**config.mk**
```make
export PLATFORM = sky130hd
export DESIGN_NAME = ghbi_host_bus
export DESIGN_NICKNAME = d
export VERILOG_FILES = /design/src/include/ghbi_pkg.sv /design/src/hw/ghbi_host_bus.sv
export VERILOG_INCLUDE_DIRS = /design/src /design/src/include
export SDC_FILE = /design/constraint.sdc
export NUM_CORES = 1
export LEC_CHECK = 0
export BUFFER_PORTS_ARGS = -buffer_cell sky130_fd_sc_hd__buf_2
export CORE_ASPECT_RATIO = 1.2
export CORE_MARGIN = 1
export CORE_UTILIZATION = 45
export DETAILED_ROUTE_END_ITERATION = 6
export PLACE_DENSITY = 0.83
export SYNTH_ARGS = -nofsm -noshare
export SYNTH_HDL_FRONTEND = slang
export SYNTH_SLANG_ARGS = --single-unit
```
**constraint.sdc**
```tcl
create_clock -name clk -period 3.8 [get_ports clk]
set_input_delay 0.19 -clock clk [delete_from_list [all_inputs] [get_ports clk]]
set_output_delay 0.19 -clock clk [all_outputs]
set_load 0.005 [all_outputs]
```
**src/include/ghbi_regs.svh**
```systemverilog
// Purpose: named widths, reset values and synchroniser bit positions of the host bus port
// Assumes: included by the package and by the design module
// Notes:   the block has no software registers; these are pin-level constants
`ifndef GHBI_REGS_SVH
`define GHBI_REGS_SVH

// ----------------------------------------------------------------------------
// widths
// ----------------------------------------------------------------------------
`define GHBI_ADDR_W    22
`define GHBI_DATA_W    16

// ----------------------------------------------------------------------------
// reset and idle values
// ----------------------------------------------------------------------------
`define GHBI_ADDR_RST  22'h000000
`define GHBI_DATA_RST  16'h0000
// strobes idle high, grant idles low: no false grant straight after reset
`define GHBI_SYNC_RST  3'h6
`define GHBI_RSTP_RST  2'h0
`define GHBI_RSTP_ON   2'h3

// ----------------------------------------------------------------------------
// synchroniser bit positions in the {read, write, grant} vector
// ----------------------------------------------------------------------------
`define GHBI_SY_RD     2
`define GHBI_SY_WR     1
`define GHBI_SY_GNT    0

`endif

```
**src/include/ghbi_pkg.sv**
```systemverilog
// Purpose: types shared by the host bus port and its bench
// Assumes: ghbi_regs.svh on the include path
// Notes:   pin groups travel as packed structs
`include "ghbi_regs.svh"

package ghbi_pkg;

   // -------------------------------------------------------------------------
   // controller states, one-hot
   // -------------------------------------------------------------------------
   typedef enum logic [6:0] {
      ST_IDLE  = 7'h01,
      ST_SACC  = 7'h02,
      ST_SHOLD = 7'h04,
      ST_HWAIT = 7'h08,
      ST_MADDR = 7'h10,
      ST_MSTRB = 7'h20,
      ST_MREL  = 7'h40
   } ghbi_state_t;

   // -------------------------------------------------------------------------
   // pins as seen entering the block
   // -------------------------------------------------------------------------
   typedef struct packed {
      logic [`GHBI_ADDR_W-1:0] externalAddressLines;
      logic [`GHBI_DATA_W-1:0] sharedDataLines;
      logic                    upperByteEnableN;
      logic                    readStrobeN;
      logic                    writeStrobeN;
      logic                    memIo;
      logic                    chipSelectN;
      logic                    ready;
      logic                    busHoldGrant;
   } ghbi_pin_in_t;

   // -------------------------------------------------------------------------
   // pin drives; oe high while the block drives the pin
   // -------------------------------------------------------------------------
   typedef struct packed {
      logic [`GHBI_ADDR_W-1:0] externalAddressLines;
      logic                    addrOe;
      logic [`GHBI_DATA_W-1:0] sharedDataLines;
      logic                    dataOe;
      logic                    upperByteEnableN;
      logic                    readStrobeN;
      logic                    writeStrobeN;
      logic                    memIo;
      logic                    ctlOe;
      logic                    busHoldRequest;
      logic                    masterEnable;
      logic                    slaveEnable;
   } ghbi_pin_out_t;

   // -------------------------------------------------------------------------
   // internal request to use the external bus as master
   // -------------------------------------------------------------------------
   typedef struct packed {
      logic                    req;
      logic                    write;
      logic [`GHBI_ADDR_W-1:0] addr;
      logic [`GHBI_DATA_W-1:0] wdata;
   } ghbi_mreq_t;

   // -------------------------------------------------------------------------
   // slave access handed to graphics memory / registers
   // -------------------------------------------------------------------------
   typedef struct packed {
      logic                    req;
      logic                    write;
      logic                    upperByte;
      logic [`GHBI_ADDR_W-1:0] addr;
      logic [`GHBI_DATA_W-1:0] wdata;
   } ghbi_sreq_t;

   typedef struct packed {
      logic                    syncMode;
      logic                    smallHost;
      logic                    testMode;
   } ghbi_strap_t;

endpackage : ghbi_pkg

```
**src/hw/ghbi_host_bus.sv**
```systemverilog
// Purpose: external host bus port of a graphics coprocessor, slave and master
// Assumes: pins synchronous to clk; 100 MHz clock
// Notes:   one access per hold tenure; straps taken once after reset release
//
// Summary of operation
// - one shared 16-bit data bus carries memory and external transfers.
// - upper byte enable is input as slave, driven low whole master tenure.
// - upper byte enable at reset release: high sync, low async strobes.
// - read and write strobes at reset release pick normal or test mode.
// - memory-or-io at reset release: low larger host, high smaller host.
// - memory-or-io is held high while the block is bus master.
// - slave strobes without chip select are ignored.
// - master enable high only while owning the bus after hold grant.
// - slave enable high while a slave cycle runs; ready to host.
// - own cycles wait for ready before ending.
// - hold request high while the internal side needs the bus.
`timescale 1ns/10ps
`default_nettype none
`include "ghbi_regs.svh"

module ghbi_host_bus
   import ghbi_pkg::*;
(
   input  wire logic          clk,
   input  wire logic          resetn,
   input  wire logic          clkEn,
   input  wire ghbi_pin_in_t  pinIn,
   output var  ghbi_pin_out_t pinOut,
   input  wire ghbi_mreq_t    mReq,
   output var  logic          mDone,
   output var  logic [15:0]   mRdata,
   output var  ghbi_sreq_t    sReq,
   input  wire logic          sAck,
   input  wire logic [15:0]   sRdata,
   output var  ghbi_strap_t   strap
);

   // -------------------------------------------------------------------------
   // state
   // -------------------------------------------------------------------------
   typedef struct packed {
      ghbi_state_t   st;
      logic          strapsTaken;
      ghbi_strap_t   strap;
      logic [2:0]    syncA;
      logic [2:0]    syncB;
      ghbi_pin_out_t pins;
      ghbi_sreq_t    sReq;
      logic          mDone;
      logic [15:0]   mRdata;
   } ghbi_regs_t;

   ghbi_regs_t r;
   ghbi_regs_t next_r;
   logic [1:0] rstPipe;
   logic       rstn;
   logic [2:0] rawStb;
   logic [2:0] effStb;
   logic       slvStart;

   // -------------------------------------------------------------------------
   // reset release
   // -------------------------------------------------------------------------
   always_ff @(posedge clk or negedge resetn) begin
      if (!resetn) begin
         rstPipe <= `GHBI_RSTP_RST;
      end else begin
         rstPipe <= {rstPipe[0], 1'b1};
      end
   end
   assign rstn = rstPipe[1];

   // async mode goes through syncA/syncB; sync mode uses the pins directly
   assign rawStb = {pinIn.readStrobeN, pinIn.writeStrobeN, pinIn.busHoldGrant};
   assign effStb = r.strap.syncMode ? rawStb : r.syncB;
   // chip select qualifies every slave strobe
   assign slvStart = !pinIn.chipSelectN &&
                     (!effStb[`GHBI_SY_RD] || !effStb[`GHBI_SY_WR]);

   // -------------------------------------------------------------------------
   // next state
   // -------------------------------------------------------------------------
   always_comb begin
      next_r       = r;
      next_r.syncA = rawStb;
      next_r.syncB = r.syncA;
      next_r.mDone = 1'b0;
      next_r.sReq.req = 1'b0;
      if (!r.strapsTaken) begin
         next_r.strapsTaken     = 1'b1;
         // pin level high picks synchronous strobe handling
         next_r.strap.syncMode  = pinIn.upperByteEnableN;
         next_r.strap.testMode  = !pinIn.readStrobeN ||
                                  !pinIn.writeStrobeN;
         next_r.strap.smallHost = pinIn.memIo;
      end
      case (r.st)
         ST_IDLE: begin
            if (r.strapsTaken && slvStart) begin
               next_r.st               = ST_SACC;
               next_r.pins.slaveEnable = 1'b1;
               next_r.sReq.req         = 1'b1;
               next_r.sReq.write       = !effStb[`GHBI_SY_WR];
               next_r.sReq.upperByte   = !pinIn.upperByteEnableN;
               next_r.sReq.addr        = pinIn.externalAddressLines;
               next_r.sReq.wdata       = pinIn.sharedDataLines;
            // a tenure still dropping its request must finish that first
            end else if (r.strapsTaken && mReq.req &&
                         !r.pins.busHoldRequest) begin
               next_r.st                  = ST_HWAIT;
               next_r.pins.busHoldRequest = 1'b1;
            end
         end
         ST_SACC: begin
            if (sAck) begin
               next_r.st = ST_SHOLD;
               if (!r.sReq.write) begin
                  next_r.pins.sharedDataLines = sRdata;
                  next_r.pins.dataOe          = 1'b1;
               end
            end
         end
         ST_SHOLD: begin
            // hold data and ready until the host lets go of its strobe
            if (effStb[`GHBI_SY_RD] && effStb[`GHBI_SY_WR]) begin
               next_r.st               = ST_IDLE;
               next_r.pins.slaveEnable = 1'b0;
               next_r.pins.dataOe      = 1'b0;
            end
         end
         ST_HWAIT: begin
            if (effStb[`GHBI_SY_GNT]) begin
               next_r.st                        = ST_MADDR;
               next_r.pins.masterEnable         = 1'b1;
               next_r.pins.externalAddressLines = mReq.addr;
               next_r.pins.addrOe               = 1'b1;
               next_r.pins.ctlOe                = 1'b1;
               next_r.pins.upperByteEnableN     = 1'b0;
               next_r.pins.memIo                = 1'b1;
               next_r.pins.sharedDataLines      = mReq.wdata;
               next_r.pins.dataOe               = mReq.write;
            end
         end
         ST_MADDR: begin
            next_r.st                = ST_MSTRB;
            next_r.pins.readStrobeN  = r.pins.dataOe;
            next_r.pins.writeStrobeN = !r.pins.dataOe;
         end
         ST_MSTRB: begin
            if (pinIn.ready) begin
               next_r.st                = ST_MREL;
               next_r.mDone             = 1'b1;
               next_r.mRdata            = pinIn.sharedDataLines;
               next_r.pins.readStrobeN  = 1'b1;
               next_r.pins.writeStrobeN = 1'b1;
            end
         end
         ST_MREL: begin
            // lines are released here; the request drops one cycle later
            next_r.st                = ST_IDLE;
            next_r.pins.addrOe       = 1'b0;
            next_r.pins.ctlOe        = 1'b0;
            next_r.pins.dataOe       = 1'b0;
            next_r.pins.masterEnable = 1'b0;
         end
         default: begin
            next_r.st = ST_IDLE;
         end
      endcase
      if (r.st == ST_IDLE && r.pins.busHoldRequest) begin
         next_r.pins.busHoldRequest = 1'b0;
      end
   end

   // -------------------------------------------------------------------------
   // registers
   // -------------------------------------------------------------------------
   always_ff @(posedge clk or negedge rstn) begin
      if (!rstn) begin
         r                           <= '0;
         r.st                        <= ST_IDLE;
         r.syncA                     <= `GHBI_SYNC_RST;
         r.syncB                     <= `GHBI_SYNC_RST;
         r.pins.externalAddressLines <= `GHBI_ADDR_RST;
         r.pins.sharedDataLines      <= `GHBI_DATA_RST;
         r.pins.upperByteEnableN     <= 1'b1;
         r.pins.readStrobeN          <= 1'b1;
         r.pins.writeStrobeN         <= 1'b1;
         r.mRdata                    <= `GHBI_DATA_RST;
      end else if (clkEn) begin
         r <= next_r;
      end
   end

   assign pinOut = r.pins;
   assign mDone  = r.mDone;
   assign mRdata = r.mRdata;
   assign sReq   = r.sReq;
   assign strap  = r.strap;
endmodule : ghbi_host_bus
`default_nettype wire

```
After elaboration in Yosys (flattened, before gate mapping)
Index checks and enable logic that the tools add are counted.
{"block": "word_totals", "reg_bits": 125, "in_bits": 105}
{"block": "op_classes", "n_eq_ne": 15, "n_mux": 30, "bitwise": 1, "n_reduce_logical": 34}
{"cell": "two-way mux 17 bit", "count": 4}
{"cell": "two-way mux 42 bit", "count": 1}
{"cell": "two-way mux 7 bit", "count": 6}
{"cell": "one-hot mux 7 bit (6 select lines)", "count": 1}
{"cell": "two-way mux 41 bit", "count": 1}
{"cell": "one-hot mux 16 bit (2 select lines)", "count": 1}
{"cell": "two-way mux 19 bit", "count": 1}
{"cell": "AND reduction 3 bit", "count": 5}
{"cell": "inequality test 2 bit, second input constant", "count": 6}
{"cell": "AND reduction 6 bit", "count": 2}
{"cell": "nonzero test 2 bit", "count": 6}
{"cell": "logical NOT 1 bit", "count": 8}
{"cell": "one-hot mux 1 bit (2 select lines)", "count": 4}
{"cell": "AND reduction 4 bit", "count": 2}
{"cell": "== test 7 x 1 -> 1 bit, second input constant", "count": 1}
{"cell": "== test 7 x 2 -> 1 bit, second input constant", "count": 1}
{"cell": "== test 7 x 3 -> 1 bit, second input constant", "count": 1}
{"cell": "== test 7 x 4 -> 1 bit, second input constant", "count": 1}
{"cell": "== test 7 x 5 -> 1 bit, second input constant", "count": 1}
{"cell": "== test 7 x 6 -> 1 bit, second input constant", "count": 1}
{"cell": "== test 7 bit, second input constant", "count": 1}
{"cell": "two-way mux 1 bit", "count": 7}
{"cell": "logical AND 1 bit", "count": 6}
{"cell": "AND reduction 5 bit", "count": 1}
{"cell": "10 further kinds", "count": 11}

Longest topological paths before layout
Gate-level depths: netlist of run 1.
{"block": "depth", "word_depth": 8, "mapped_depth": 8}

Worst setup path after synthesis of run 1
OpenSTA, ideal clock, no wires.
{"block": "synth_path", "path_kind": "reg2reg", "startpoint": "reg r[118] in the netlist's numbering", "endpoint": "reg r, in the netlist pinOut[15]", "setup_time_ns": 0.125, "arrival_ns": 1.877, "setup_slack_ns": 1.798, "stages_incl_launch_ff": 8, "path_buffers": 2, "cell_sequence": "dfrtp_1 -> buf_6 -> nor2_8 -> nand2_2 -> or4_4 -> nor3_4 -> buf_12 -> mux2_4"}
{"block": "synth_via", "elab_chain_len": 3}
{"element": "from (decl)", "line": "ghbi_host_bus.sv:53", "rtl": "ghbi_regs_t r;"}
{"element": "from (signal assigned)", "line": "ghbi_host_bus.sv:191", "rtl": "r <= next_r;"}
{"element": "== test 7 x 2 -> 1 bit / == test 7 x 4 -> 1 bit (equally long branches)", "line": "ghbi_host_bus.sv:97", "rtl": "case (r.st)"}
{"element": "inequality test 2 bit (no line) / nonzero test 2 bit (equally long branches)"}
{"element": "AND reduction 5 bit (no line)"}
Several ways; a longest one is shown, not always the timed one.
A chain may end at the register's enable or synchronous reset.

Final worst setup path of run 1
{"block": "layout_path", "startpoint": "reg r[119] in the netlist's numbering", "endpoint": "reg r, in the netlist sReq[22]"}
{"block": "layout_via", "elab_chain_len": 2}
{"element": "== test 7 x 1 -> 1 bit", "line": "ghbi_host_bus.sv:97"}
{"element": "AND reduction 3 bit (no line)"}
Every way passes these cells.

==> results of run 1 <==
## kinds of logic after synthesis
kind of cell              share of synthesized area
and+or+nand+nor                              0.0743
xor gates and xnor gates                    0.00280
DFF                                           0.497
muxes                                         0.214
other                                      0.000598
AOI/OAI and AO/OA                            0.0427
buffers and inverters                         0.169
## synthesized netlist by cell type (all sizes together), types with 2 or more instances
library cell and instances:
nand2b 3, mux2 104, o22ai 2, clkbuf 4, o21ai 27, or3 2
o2bb2ai 2, nand2 14, nor2b 2, mux2i 2, inv 24, buf 126
a21oi 2, nand4 5, nand3 22, and3 2, or2 3, a31oi 6
dfstp 8, nor2 10, dfrtp 116, nand3b 2, nor3 3, nor3b 3
## sequential cells by signal, summed over array words and instances (netlist names)
signal / count
next_r: 3
mDone: 1
pinOut: 47
r: 11
rstPipe: 2
sReq: 41
strap: 3
mRdata: 16
## per-layer routing
layer,GRT usage,wire [um],vias up
met5,0,0,-
met4,0.0741,294,0
met3,0.0590,744,27
met2,0.324,6840,159
met1,0.209,5310,1967
li1,-,-,1905
## path summary, 6_finish.rpt
check                            from         end  slack [ps]  depth (start not counted)
max                            r[119]    sReq[22]        1050                          5
min                          mReq[23]  pinOut[33]          20                          2
max reg2reg                    r[119]    sReq[22]        1050                          5
min reg2reg                rstPipe[0]  rstPipe[1]         360                          0
max in group asynchronous  rstPipe[1]    sReq[28]        2360                          1
min in group asynchronous      resetn  rstPipe[1]          90                          2
## through the flow
step	power, uW	utilization	instances	cell area, um2	setup WS [ps]
floorplan	3930	-	507	6270	104
global placement	3930	0.492	761	6600	1180
detailed placement	4010	0.492	761	6600	1080
CTS	5800	0.568	831	7620	1070
global route	6080	0.568	831	7620	939
finish	5740	0.568	831	7620	1050
## worst reg2reg max path, cell delays in order (launching register included)
cell and delay [ps]:
dfrtp_1 570, nor3_4 340, nand3b_1 140, or3_2 860, buf_4 400, mux2_4 320
## power groups by stage
stage | combinational, uW | sequential [uW] | clock [uW]
after CTS | 1820 | 2220 | 1760
after detailed placement | 1770 | 2230 | 0
final | 1810 | 2220 | 1710
after floorplan | 1830 | 2100 | 0
after global routing | 1980 | 2290 | 1810
after global placement | 1730 | 2200 | 0
## cell type report
type,count,area [um2]
Sequential cell,124,3120
Tap cell,168,210
Multi-Input combinational cell,229,2100
Clock inverter,10,163
Fill cell,1090,5790
Inverter,24,90.1
Timing Repair Buffer,254,1470
Clock buffer,22,474
==> results.txt, run 1 <==
Worst path top cell family by delay - simple AND/OR/NAND/NOR gates
fin crit share - 0.724
DRC Markers - 0
Peak Freq - 363 MHz
Slew Viols, Final - 0
RSZ-0062 raised after global routing - false
Yosys Warn Count - 0
Chip Height - 131 um
CP Data Arrival Time - 3040 ps
Die Area - 14400 um2
overall die width - 110 um
EDFF count, synth - 0
Gate power share - 0.315
switching share of power - 0.288
global route total overflow - 0
vias in the first global route - 4238
Post-CTS Setup Inserts - 0
startpoint types - flip-flop
WP buf/inv - 1
Port Buf Inserts - 213
clock share of power - 0.298
PD cells - 753 nW/um2
crit end category - flip-flop
starting density of the core - 0.467
Least-Margin Pin Slew - 1030 ps
Internal - 4090 uW
CTS tree - done
Hold Path Class - primary input to flip-flop
gr usage total - 0.187
Slowest-stage cell, CP - or3_2
clock buffer depth - 2
Skew-Pair Late Insertion Delay - 410 ps
worst hold slack - 22.8 ps
DR vias/cell - 4.88
Mean Syn Cell Area - 12.4 um2
first-pass GRT wire length - 20.7 mm
hold buffer count at cts - 38
Synth Net Count - 612
final WL - 13.2 mm
library cells used by synthesis - 48
CTS sink cnt - 124
row count - 46
Synth top area share - 0.463
Initial DRC Count - 141
Area contributors post-synth - dfrtp_1, buf_4, mux2_2
Pre-Repair DR Iteration Count - 4
Boundary Pins - 214
Most used DFF post-synth - dfrtp_1
post-DP HPWL - 9.05 mm
core area - 13400 um2
htree depth - 4
CTS resizes - 0
share of post-route cells with drive strength above 1 - 0.554
CTS root buffer - clkbuf_16
WL/cell - 15.9 um
Netlist Area Pre-Place - 6270 um2
setup_tns - 0 ps
Clock transition at path regs - 50 ps
post-synthesis sequential area ratio - 0.497
fin nets - 755
Seq pwr share - 0.387
crit path time final - 2750 ps
Area growth syn-to-layout - 21.6%
Via Count - 4058
final setup fails - 0
cts bufs inserted - 17
final antenna-violating net count - 0
largest net degree at the start of global routing - 82
Max Cap Viol - 0
CP Max Fanout - 32
register bit total from synthesis - 124
fraction of registers with async set/reset - 1.00
Peak supply drop - 0.434 mV
initial antenna violation count - 0
Pleak - 0.00396 uW
final hold vios - 0
Worst EP required - 4090 ps
critical setup path kind - flip-flop to flip-flop
Worst Clk Skew - 7.62 ps
gpl congestion - 0.913
largest area contributor in the netlist - dfrtp_1
commonest non-fill, non-tap cell in the layout - buf_2
Gate Count Post-Synth - 507
# diodes - 0
status - finished clean
slowest stage delay, CP - 860 ps
NetSw - 1650 uW
crit path cell chain - nor3_4 > nand3b_1 > or3_2 > buf_4 > mux2_4
most frequent cells in the layout - buf_2, dfrtp_1, mux2_2
Slew headroom - 0.315
Power figures use the tool's default switching activity.
==> inputs of run 2 (changes only) <==
--- a/config.mk
+++ b/config.mk
@@ -6,12 +6,13 @@
 export SDC_FILE = /design/constraint.sdc
 export NUM_CORES = 1
 export LEC_CHECK = 0
+export ABC_AREA = 1
 export BUFFER_PORTS_ARGS = -buffer_cell sky130_fd_sc_hd__buf_2
 export CORE_ASPECT_RATIO = 1.2
 export CORE_MARGIN = 1
 export CORE_UTILIZATION = 45
 export DETAILED_ROUTE_END_ITERATION = 6
-export PLACE_DENSITY = 0.83
+export PLACE_DENSITY = 0.81
 export SYNTH_ARGS = -nofsm -noshare
 export SYNTH_HDL_FRONTEND = slang
 export SYNTH_SLANG_ARGS = --single-unit
==> constraint.sdc (replaced) <==
create_clock -name clk -period 2.85 [get_ports clk]
set_input_delay 0.1425 -clock clk [delete_from_list [all_inputs] [get_ports clk]]
set_output_delay 0.1425 -clock clk [all_outputs]
set_load 0.005 [all_outputs]
==> run 2 against run 1 <==
  * Final cell count is 23% higher
  * Worst setup slack lost 370 ps
  * Core utilization increased by 1.7 points
  * Maximum frequency up 27%
  * Die area is 5.1% lower
  * Highest routed layer unchanged
==> results.txt, run 2 <==
status - finished clean
crit path cell chain - inv_1 > nand2_1 > nor2_1 > nand2_1 > nor2_8 > nand2_4 > inv_4 > or2_2
largest net degree at the start of global routing - 51 (-38%)
Area growth syn-to-layout - 26.0%
share of post-route cells with drive strength above 1 - 0.319 (-0.234)
Slew Viols, Final - 0 (unchanged)
R2R Path Start - r[116]
Hold Path Class - primary input to flip-flop
Internal - 4830 uW (+18%)
Mean Syn Cell Area - 8.72 um2 (-29%)
Synth Net Count - 786 (+28%)
Max Cap Viol - 0 (unchanged)
clock buffer depth - 2 (unchanged)
CTS sink cnt - 124 (unchanged)
Synth top area share - 0.489 (+0.0254)
post-synthesis sequential area ratio - 0.524 (+0.0272)
max reg flops - 47 (unchanged)
setup_tns - 0 ps (unchanged)
startpoint types - flip-flop
vias in the first global route - 4660 (+10%)
commonest non-fill, non-tap cell in the layout - buf_2
Worst EP required - 3130 ps (-960 ps)
Clock transition at path regs - 50 ps (about the same)
fraction of registers with async set/reset - 1.00 (unchanged)
final hold vios - 0 (unchanged)
critical setup path kind - flip-flop to flip-flop
crit path time final - 2170 ps (-578 ps)
Worst Clk Skew - 9.15 ps (+1.53 ps)
Gate power share - 0.293 (-0.022)
Peak Freq - 460 MHz (+27%)
largest area contributor in the netlist - dfrtp_1
CP Data Arrival Time - 2450 ps (-590 ps)
switching share of power - 0.313 (+0.0250)
Peak supply drop - 0.372 mV (-14%)
post-DP HPWL - 8.90 mm (-1.7%)
WL/cell - 13.0 um (-18%)
Slowest-stage cell, CP - dfstp_2
Finished Layout Cells - 1020 (+23%)
multi-input logic area - 1660 um2 (-21%)
register area - 3120 um2 (unchanged)
DRC Markers - 0 (unchanged)
min-delay src - pinIn[23]
Pleak - 0.00423 uW (+6.7%)
Boundary Pins - 214 (unchanged)
CTS tree - done
Area contributors post-synth - dfrtp_1, buf_4, nand2_1
Least-Margin Pin Slew - 644 ps (-383 ps)
register bit total from synthesis - 124 (unchanged)
core area - 12800 um2 (-4.7%)
Initial DRC Count - 187 (+33%)
WHS Path Cells - 3 (+1)
CP Max Fanout - 27 (-16%)
Fillers - 1100 (+0.92%)
clock share of power - 0.309 (+0.011)
DR vias/cell - 4.63 (-5.3%)
Crit path top cell by count - nand2_1
starting density of the core - 0.465 (-0.00244)
final WL - 13.3 mm (+0.74%)
Skew-Pair Late Insertion Delay - 400 ps (about the same)
fin nets - 949 (+26%)
most frequent cells in the layout - buf_2, nand2_1, dfrtp_1
Chip Height - 128 um (-2.6%)
r2r worst-path depth - 8 (+3)
DP Cell Count - 937 (+23%)
overall die width - 107 um (-2.6%)
Via Count - 4718 (+16%)
NetSw - 2200 uW (+33%)
Worst path top cell family by delay - simple AND/OR/NAND/NOR gates
Yosys Warn Count - 0 (unchanged)
Slew headroom - 0.570 (+0.255)
first-pass GRT wire length - 21.1 mm (+1.7%)
PD cells - 939 nW/um2 (+25%)
cts bufs inserted - 17 (unchanged)
WP buf/inv - 2 (+1)
fin crit share - 0.763 (+0.0387)
crit end category - flip-flop
initial antenna violation count - 1 (+1)
slowest stage delay, CP - 550 ps (-310 ps)
Post-CTS Setup Inserts - 0 (unchanged)
htree depth - 4 (unchanged)
most common cell in the netlist - nand2_1
gr usage total - 0.197 (+0.00987)
Gate Count Post-Synth - 681 (+34%)
Seq pwr share - 0.398 (+0.011)
EDFF count, synth - 0 (unchanged)
Crit path depth - 8 (+3)
Netlist Area Pre-Place - 5940 um2 (-5.2%)
library cells used by synthesis - 34 (-29%)
Critical Path Start - r[116]
fin util - 0.586 (+0.0174)
CTS root buffer - clkbuf_16
gpl congestion - 0.851 (-6.8%)
Most used DFF post-synth - dfrtp_1
top cells by instance count after synthesis - nand2_1, dfrtp_1, buf_4
final setup fails - 0 (unchanged)
RSZ-0062 raised after global routing - false
final antenna-violating net count - 0 (unchanged)
Die Area - 13700 um2 (-5.1%)
row count - 45 (-2.2%)
Pre-Repair DR Iteration Count - 4 (unchanged)
Port Buf Inserts - 213 (unchanged)
global route total overflow - 0 (unchanged)
[run 2: cell families (layout without fill, tap and decap cells)]
family,after synthesis,in the layout,share of synthesized area
simple gates,260,260,0.182
compound gates,104,104,0.0946
mux,1,1,0.00190
other cells,1,2,0.000631
flops,124,124,0.524
buf+inv,191,365,0.197
[run 2: worst reg2reg max path, stage by stage (launching register included)]
cell,delay (ps)
dfstp_2,550
inv_1,70
nand2_1,110
nor2_1,70
nand2_1,390
nor2_8,130
nand2_4,260
inv_4,180
or2_2,310
[run 2: layer usage]
metal / part of all wire / track usage / up-vias
met5: 0 / 0 / -
met4: 0.026 / 0.0927 / 0
met3: 0.055 / 0.0473 / 25
met2: 0.51 / 0.351 / 165
met1: 0.41 / 0.220 / 2165
li1: - / - / 2363
[run 2: final timing paths]
kind                       slack (ps)    endpoint
max in group asynchronous        1710    sReq[15]
hold / removal                     10    sReq[16]
hold reg to reg                   350  pinOut[37]
min in group asynchronous          80  rstPipe[0]
setup / recovery                  680   pinOut[4]
setup reg to reg                  680   pinOut[4]
[run 2: cell type report]
class | count | area share
multi-input cells | 366 | 0.221
inverters | 60 | 0.0304
clock buffers | 23 | 0.0652
repair buffers | 275 | 0.224
clock inverters | 7 | 0.0150
well taps | 164 | 0.0274
diodes | 1 | 0.000334
flip-flops and latches | 124 | 0.416
[run 2: power by group through the flow]
stage                     Sequential [uW]  Combinational, uW  Clock, uW
after floorplan                      2740               1930          0
after global placement               2800               1940          0
after detailed placement             2810               2020          0
after CTS                            2800               2070       2220
after global routing                 2880               2340       2310
final                                2800               2060       2170
[run 2: stage by stage]
| step | worst slack, ps | area [um2] | hold WS, ps | total power [uW] |
|---|---|---|---|---|
| floorplan | 790 | 5940 | -153 | 4670 |
| global placement | 754 | 6360 | -72.1 | 4740 |
| detailed placement | 680 | 6360 | -70.6 | 4830 |
| CTS | 667 | 7480 | 1.41 | 7090 |
| global route | 453 | 7480 | 2.56 | 7530 |
| finish | 675 | 7480 | 12.9 | 7030 |
[run 2: repair_timing]
action | in CTS | in global routing
resized for setup | 0 | 0
hold buffers | 52 | 0
endpoints found under the hold margin | 54 | 0
